==> config.mk <==
export PLATFORM = sky130hd
export DESIGN_NAME = mmfs_flags
export DESIGN_NICKNAME = d
export VERILOG_FILES = /design/src/verilog/mmfs_pkg.sv /design/src/verilog/mmfs_flags.sv /design/src/verilog/mmfs_w1c.sv
export VERILOG_INCLUDE_DIRS = /design/src /design/src/verilog
export SDC_FILE = /design/constraint.sdc
export NUM_CORES = 1
export LEC_CHECK = 0
export BUFFER_PORTS_ARGS = -buffer_cell sky130_fd_sc_hd__buf_2
export CAP_MARGIN = 20
export CELL_PAD_IN_SITES_DETAIL_PLACEMENT = 1
export CELL_PAD_IN_SITES_GLOBAL_PLACEMENT = 1
export CORE_MARGIN = 5
export CORE_UTILIZATION = 30
export DETAILED_ROUTE_END_ITERATION = 8
export PLACE_DENSITY = 0.79
export SLEW_MARGIN = 30
export SYNTH_ARGS = -nofsm -noshare
export SYNTH_HDL_FRONTEND = slang
export SYNTH_HIERARCHICAL = 1
export SYNTH_SLANG_ARGS = --single-unit
==> constraint.sdc <==
create_clock -name CORE_CLK -period 5.3 [get_ports CORE_CLK]
set_input_delay 0 -clock CORE_CLK [delete_from_list [all_inputs] [get_ports CORE_CLK]]
set_output_delay 0 -clock CORE_CLK [all_outputs]
set_load 0.05 [all_outputs]
==> src/verilog/mmfs_params.svh <==
// Notes on behaviour
// (RQ1) A stacking fault during exception entry sets the stacking violation flag to one.
// (RQ2) On a stacking fault the stack pointer is still moved down as for a normal entry.
// (RQ3) On a stacking fault the fault address register keeps its old value.
// (RQ4) An unstacking fault on exception return sets the unstacking violation flag at bit 3.
// (RQ5) An unstacking fault chains to the handler, so the original return frame stays on the stack.
// (RQ6) On an unstacking fault the stack pointer stays put, nothing is pushed and no address is captured.
// (RQ7) Bit 2 is reserved, read only and reads as zero.
// (RQ8) A load or store that the region attributes forbid sets the data violation flag at bit 1.
// (RQ9) A data violation stacks the faulting instruction's address and captures the access address.
// (RQ10) A fetch from a non-executable location sets the instruction violation flag at bit 0.
// (RQ11) An instruction violation is raised on any execute-never region access, protection unit or not.
// (RQ12) An instruction violation stacks the faulting instruction's address and captures no address.
// (RQ13) Each flag resets to zero and is cleared only by writing one to it; writing zero does nothing.
// (RQ14) A flag stays set until cleared, and a new fault in the cycle of a clear wins.
`ifndef MMFS_PARAMS_SVH
`define MMFS_PARAMS_SVH
// ==========================================================
// register map (byte offsets)
`define MMFS_STATUS_OFS   4'h0
`define MMFS_MASK_OFS     4'h4
`define MMFS_ADDR_OFS     4'h8
`define MMFS_SP_OFS       4'hC
// ==========================================================
// status bit positions
`define MMFS_BIT_IVIOL    0
`define MMFS_BIT_DVIOL    1
`define MMFS_BIT_RSVD     2
`define MMFS_BIT_USTK     3
`define MMFS_BIT_STK      4
`define MMFS_BIT_ADDRV    7
`define MMFS_STATUS_MASK  8'h9B
`define MMFS_FLAGS_RST    8'h00
`define MMFS_MASK_RST     8'h00
`define MMFS_ADDR_RST     32'h00000000
`define MMFS_SP_RST       32'h00000000
`define MMFS_FRAME_BYTES  32'h00000020
`endif

==> src/verilog/mmfs_pkg.sv <==
package mmfs_pkg;
  typedef struct packed {
    logic        valid;     // one-cycle event
    logic [1:0]  kind;      // see mmfs_kind_t
    logic        xn_region; // target lies in an execute-never region
    logic [31:0] pc;        // faulting instruction address
    logic [31:0] addr;      // attempted access address
  } mmfs_fault_t;

  typedef enum logic [1:0] {
    MMFS_K_STACK   = 2'h0,
    MMFS_K_UNSTACK = 2'h1,
    MMFS_K_DATA    = 2'h2,
    MMFS_K_FETCH   = 2'h3
  } mmfs_kind_t;

  typedef struct packed {
    logic        sp_load;   // replace stack pointer
    logic [31:0] sp_value;
    logic        push;      // perform context save
    logic        chain;     // chain straight to handler
    logic [31:0] ret_pc;    // pc to be stacked
  } mmfs_seq_t;
endpackage

==> src/verilog/mmfs_flags.sv <==
`timescale 1ns/10ps
`default_nettype none
`include "mmfs_params.svh"
module mmfs_flags
  import mmfs_pkg::*;
(
  input  wire logic        CORE_CLK,         // core clock, 200 MHz
  input  wire logic        RST,              // sync reset, active high
  input  wire mmfs_fault_t FAULT,            // fault event from core
  input  wire logic [31:0] SP_IN,            // stack pointer before event
  input  wire logic [3:0]  AVS_ADDRESS,      // byte address
  input  wire logic        AVS_READ,         // read strobe
  input  wire logic        AVS_WRITE,        // write strobe
  input  wire logic [3:0]  AVS_BYTEENABLE,   // byte lanes
  input  wire logic [31:0] AVS_WRITEDATA,    // write data
  output logic [31:0]      AVS_READDATA,     // read data
  output logic             AVS_WAITREQUEST,  // stall
  output mmfs_seq_t        SEQ,              // directives to sequencer
  output logic [31:0]      SP_OUT,           // current stack pointer
  output logic [3:0]       FLAGS,            // stk,ustk,dviol,iviol
  output logic             IRQ               // level interrupt
);
  // ==========================================================
  // event decode
  // an execute-never hit is always an instruction violation, so it masks the kind code
  function automatic logic fault_is(input mmfs_fault_t f, input mmfs_kind_t k);
    fault_is = f.valid && !f.xn_region && f.kind == k;
  endfunction

  logic ev_stk, ev_ustk, ev_data, ev_fetch, cap_addr;
  always_comb
  begin
    ev_stk   = fault_is(FAULT, MMFS_K_STACK);   // RQ1
    ev_ustk  = fault_is(FAULT, MMFS_K_UNSTACK); // RQ4
    ev_data  = fault_is(FAULT, MMFS_K_DATA);    // RQ8
    // xn alone is enough; no protection-unit enable is consulted
    ev_fetch = FAULT.valid && (FAULT.kind == MMFS_K_FETCH || FAULT.xn_region); // RQ10 RQ11
    cap_addr = ev_data && !ev_fetch;                                 // RQ3 RQ6 RQ9 RQ12
  end

  // ==========================================================
  // bus slave: one wait cycle, answer on second edge
  logic        pend_q, pend_d;
  logic        wr_hit, rd_hit;
  logic [31:0] be_mask;
  always_comb
  begin
    pend_d  = (AVS_READ || AVS_WRITE) && !pend_q;
    wr_hit  = AVS_WRITE && pend_q;
    // read data is latched as waitrequest drops, so it stands when the master samples
    rd_hit  = AVS_READ && !pend_q;
    be_mask = {{8{AVS_BYTEENABLE[3]}}, {8{AVS_BYTEENABLE[2]}},
               {8{AVS_BYTEENABLE[1]}}, {8{AVS_BYTEENABLE[0]}}};
  end

  // ==========================================================
  // sticky status
  logic [7:0] set_v, clr_v, status, status_nx;
  always_comb
  begin
    set_v = 8'h00;
    set_v[`MMFS_BIT_STK]   = ev_stk;
    set_v[`MMFS_BIT_USTK]  = ev_ustk;
    set_v[`MMFS_BIT_DVIOL] = ev_data;
    set_v[`MMFS_BIT_IVIOL] = ev_fetch;
    set_v[`MMFS_BIT_ADDRV] = cap_addr;
    clr_v = 8'h00;
    if (wr_hit && AVS_ADDRESS == `MMFS_STATUS_OFS)
      clr_v = AVS_WRITEDATA[7:0] & be_mask[7:0] & `MMFS_STATUS_MASK; // RQ7 RQ13
    // same next state as the sticky cell, so flags and irq never lag it
    status_nx = (status & ~clr_v) | set_v; // RQ14
  end
  mmfs_w1c #(.W(8)) u_status (
    .clk (CORE_CLK),
    .rst (RST),
    .set (set_v),
    .clr (clr_v),
    .q   (status)
  );

  // ==========================================================
  // mask, address, stack pointer, sequencer directives
  logic [7:0]  mask_q, mask_d;
  logic [31:0] addr_q, addr_d, sp_q, sp_d, rdata_d;
  mmfs_seq_t   seq_d;
  logic        irq_d;
  always_comb
  begin
    mask_d = mask_q;
    if (wr_hit && AVS_ADDRESS == `MMFS_MASK_OFS && AVS_BYTEENABLE[0])
      mask_d = AVS_WRITEDATA[7:0] & `MMFS_STATUS_MASK;
    addr_d = cap_addr ? FAULT.addr : addr_q; // RQ3 RQ6 RQ9 RQ12
    sp_d   = SP_IN;
    seq_d  = '0;
    if (ev_stk)
    begin
      sp_d          = SP_IN - `MMFS_FRAME_BYTES; // RQ2
      seq_d.sp_load = 1'b1;                      // RQ2
      seq_d.push    = 1'b1;
    end
    else if (ev_ustk)
    begin
      sp_d        = sp_q;  // RQ6
      seq_d.chain = 1'b1;  // RQ5
    end
    else if (ev_data || ev_fetch)
    begin
      sp_d          = SP_IN - `MMFS_FRAME_BYTES;
      seq_d.sp_load = 1'b1;
      seq_d.push    = 1'b1;
      seq_d.ret_pc  = FAULT.pc; // RQ9 RQ12
    end
    seq_d.sp_value = sp_d;
    unique case (AVS_ADDRESS)
      `MMFS_STATUS_OFS: rdata_d = {24'h000000, status & `MMFS_STATUS_MASK}; // RQ7
      `MMFS_MASK_OFS:   rdata_d = {24'h000000, mask_q};
      `MMFS_ADDR_OFS:   rdata_d = addr_q;
      `MMFS_SP_OFS:     rdata_d = sp_q;
      default:          rdata_d = 32'h00000000;
    endcase
    if (!rd_hit)
      rdata_d = 32'h00000000;
    irq_d = |(status_nx & mask_d & `MMFS_STATUS_MASK);
  end

  always_ff @(posedge CORE_CLK)
  begin
    if (RST)
    begin
      pend_q          <= 1'b0;
      mask_q          <= `MMFS_MASK_RST;
      addr_q          <= `MMFS_ADDR_RST;
      sp_q            <= `MMFS_SP_RST;
      SEQ             <= '0;
      SP_OUT          <= `MMFS_SP_RST;
      FLAGS           <= 4'h0;
      IRQ             <= 1'b0;
      AVS_READDATA    <= 32'h00000000;
      AVS_WAITREQUEST <= 1'b1;
    end
    else
    begin
      pend_q          <= pend_d;
      mask_q          <= mask_d;
      addr_q          <= addr_d;
      sp_q            <= sp_d;
      SEQ             <= seq_d;
      SP_OUT          <= sp_d;
      FLAGS           <= {status_nx[`MMFS_BIT_STK], status_nx[`MMFS_BIT_USTK],
                          status_nx[`MMFS_BIT_DVIOL], status_nx[`MMFS_BIT_IVIOL]};
      IRQ             <= irq_d;
      AVS_READDATA    <= rdata_d;
      AVS_WAITREQUEST <= !pend_d;
    end
  end
endmodule // mmfs_flags
`default_nettype wire

==> src/verilog/mmfs_w1c.sv <==
`timescale 1ns/10ps
`default_nettype none
module mmfs_w1c
  import mmfs_pkg::*;
#(
  parameter int W = 8
)(
  input  wire logic         clk,   // core clock
  input  wire logic         rst,   // sync reset
  input  wire logic [W-1:0] set,   // hardware events
  input  wire logic [W-1:0] clr,   // write-one-to-clear
  output logic      [W-1:0] q      // sticky bits
);
  logic [W-1:0] q_d;
  always_comb
  begin
    q_d = (q & ~clr) | set; // RQ13 RQ14
  end
  always_ff @(posedge clk)
  begin
    if (rst)
      q <= '0; // RQ13
    else
      q <= q_d;
  end
endmodule // mmfs_w1c
`default_nettype wire
==> results.ini <==
[run_status]
status = complete, no violations

[sta]
skew_ps = 8.63
maxSlewViolCount = 0
maxSlewHeadroom_pct = 35.8
fmax_mhz = 330
period_share_pct = 57.2
rsz0062_at_grt = no
finalSetupTns_ps = 0
hold_ws_ps = 58.6
finalSetupViolCount = 0
period_minus_slack_ps = 3030
hold_viol_final = 0
worst_pin_slew_ps = 961

[detailed_routing]
dr_total_vias = 5928
vias_per_cell = 4.78
routed_wl_um = 23100
drc_errors = 0
first_pass_iters = 5
wl_per_cell_um = 18.7
drtIter0Drc = 222
drtAntennaViolNets = 0

[floorplanning]
coreArea_um2 = 19300
io_pins = 281
rows = 51
start_util_pct = 30.3
fp.dieH_um = 150
fp.dieW_um = 150
fp.dieArea_um2 = 22400

[worst_setup_path]
required_ps = 5600
critPathMaxFanout = 59
reg2reg_depth = 5
end_kind = register
worstSetupStartpointType = input pin
path_class = input pin to register
crit_arrival_ps = 3330

[clock_tree]
cts_num_sinks = 150
h-tree-depth = 4
cts_tree = built
cts_buffers = 17
cts_setup_buffers = 0
clk_latency_ps = 420
cts-root-buf = clkbuf_16
clk_pin_slew_worst_paths_ps = 70
cts_buffer_depth = 2

[finish]
syn_to_final_growth_pct = 50.4
final_util_pct = 45.5
fillers = 2287
multi_input_area_um2 = 2390
regArea_um2 = 3000
drive_gt1_share_pct = 32.0
nets = 1106

[power]
switching_share_pct = 28.7
vdd_drop_max_mv = 0.202
p_int_mw = 2.08
p_switching_mw = 0.837
clockPowerShare_pct = 44.3
p_comb_share_pct = 14.8
p_leak_nw = 3.78
powerDensity_nw_per_um2 = 332
pwr-share-seq_pct = 40.8

[grt]
grt_pass1_wl_um = 35400
track_usage_pct = 20.4
grt_pass1_vias = 6518
grt_max_degree = 60
grt_overflow_total = 0
antenna_found_initial = 2

[worst_hold_path]
min_path_type = input pin to register
holdPathStages = 4

[logic_synthesis]
syn-cell-area_um2 = 5850
synth_cells = 652
synth_nets = 797
syn_area_per_cell_um2 = 8.97
yosys_warnings = 6

[placement]
dp_hpwl_um = 14300
gp_congestion = 0.758
port_buffers = 250

[flow_run]
drv_cap = 0

[through the flow]
stage / setup slack (ps) / area, um2 / cells / power (mW)
2_1_floorplan: 3390 / 5850 / 652 / 1.47
3_3_place_gp: 2770 / 7100 / 1100 / 1.57
3_5_place_dp: 2750 / 7100 / 1100 / 1.58
4_1_cts: 2260 / 8800 / 1239 / 2.94
5_1_grt: 2070 / 8800 / 1240 / 3.03
6_report: 2270 / 8800 / 1241 / 2.92
[sequential cells by signal (all words and copies together), names as in the netlist]
signal           flops
SEQ                 34
AVS_READDATA        32
addr_q              32
sp_q                32
mask_q               8
u_status/q           5
FLAGS                4
AVS_WAITREQUEST      1
IRQ                  1
pend_q               1
[power groups by stage]
| stage | registers [mW] | logic (mW) | clock network (mW) |
|---|---|---|---|
| 4_1_cts | 1.19 | 0.426 | 1.33 |
| 2_1_floorplan | 1.31 | 0.162 | 0 |
| 6_report | 1.19 | 0.433 | 1.29 |
| 3_5_place_dp | 1.22 | 0.362 | 0 |
| 5_1_grt | 1.20 | 0.457 | 1.38 |
| 3_3_place_gp | 1.22 | 0.356 | 0 |
[cell usage in the layout (no fill, tap or decap), drive strengths merged, types with 7 or more instances in the layout]
cell         count
buf            258
dfxtp          150
dlygate4sd3    107
nand2           79
a21oi           66
nor2            56
and2            35
a22oi           34
inv             22
clkbuf          19
o21ai           18
xnor2           17
nor4            12
or3             10
a211oi          10
nand4            8
nor3             7
nor3b            7
[layer usage]
| layer | GRT usage (%) | up-vias | wire [um] |
|---|---|---|---|
| li1 | - | 2819 | - |
| met1 | 23.1 | 2864 | 9390 |
| met2 | 36.6 | 218 | 11800 |
| met3 | 6.66 | 25 | 1640 |
| met4 | 5.76 | 2 | 296 |
| met5 | 0 | - | 13 |
[timing repair]
item	4_1_cts	5_1_grt
gates resized for setup	0	0
hold endpoints to repair	106	0
setup endpoints to repair	0	0
hold buffers	107	0
[final cells by class]
type	instances	area share, %
Tap cell	265	3.77
Clock buffer	19	5.03
Clock inverter	13	2.09
Multi-Input combinational cell	411	27.2
Sequential cell	150	34.1
Antenna cell	2	0.0569
Timing Repair Buffer	365	27.1
Inverter	16	0.682
[final timing paths]
path         startpoint          to  slack (ps)
min           AVS_WRITE    FLAGS[3]          60
max reg2reg      pend_q         IRQ        3230
max           FAULT[66]    sp_q[31]        2270
min reg2reg  addr_q[23]  addr_q[23]         450
[worst max-delay path, stage by stage]
cell,delay (ps)
dlygate4sd3_1,530
buf_2,150
nor2_1,90
nand3_2,80
buf_4,470
inv_1,490
a32oi_1,300
dlygate4sd3_1,570
nand3_1,60
dlygate4sd3_1,550
Power figures use the tool's default switching activity.
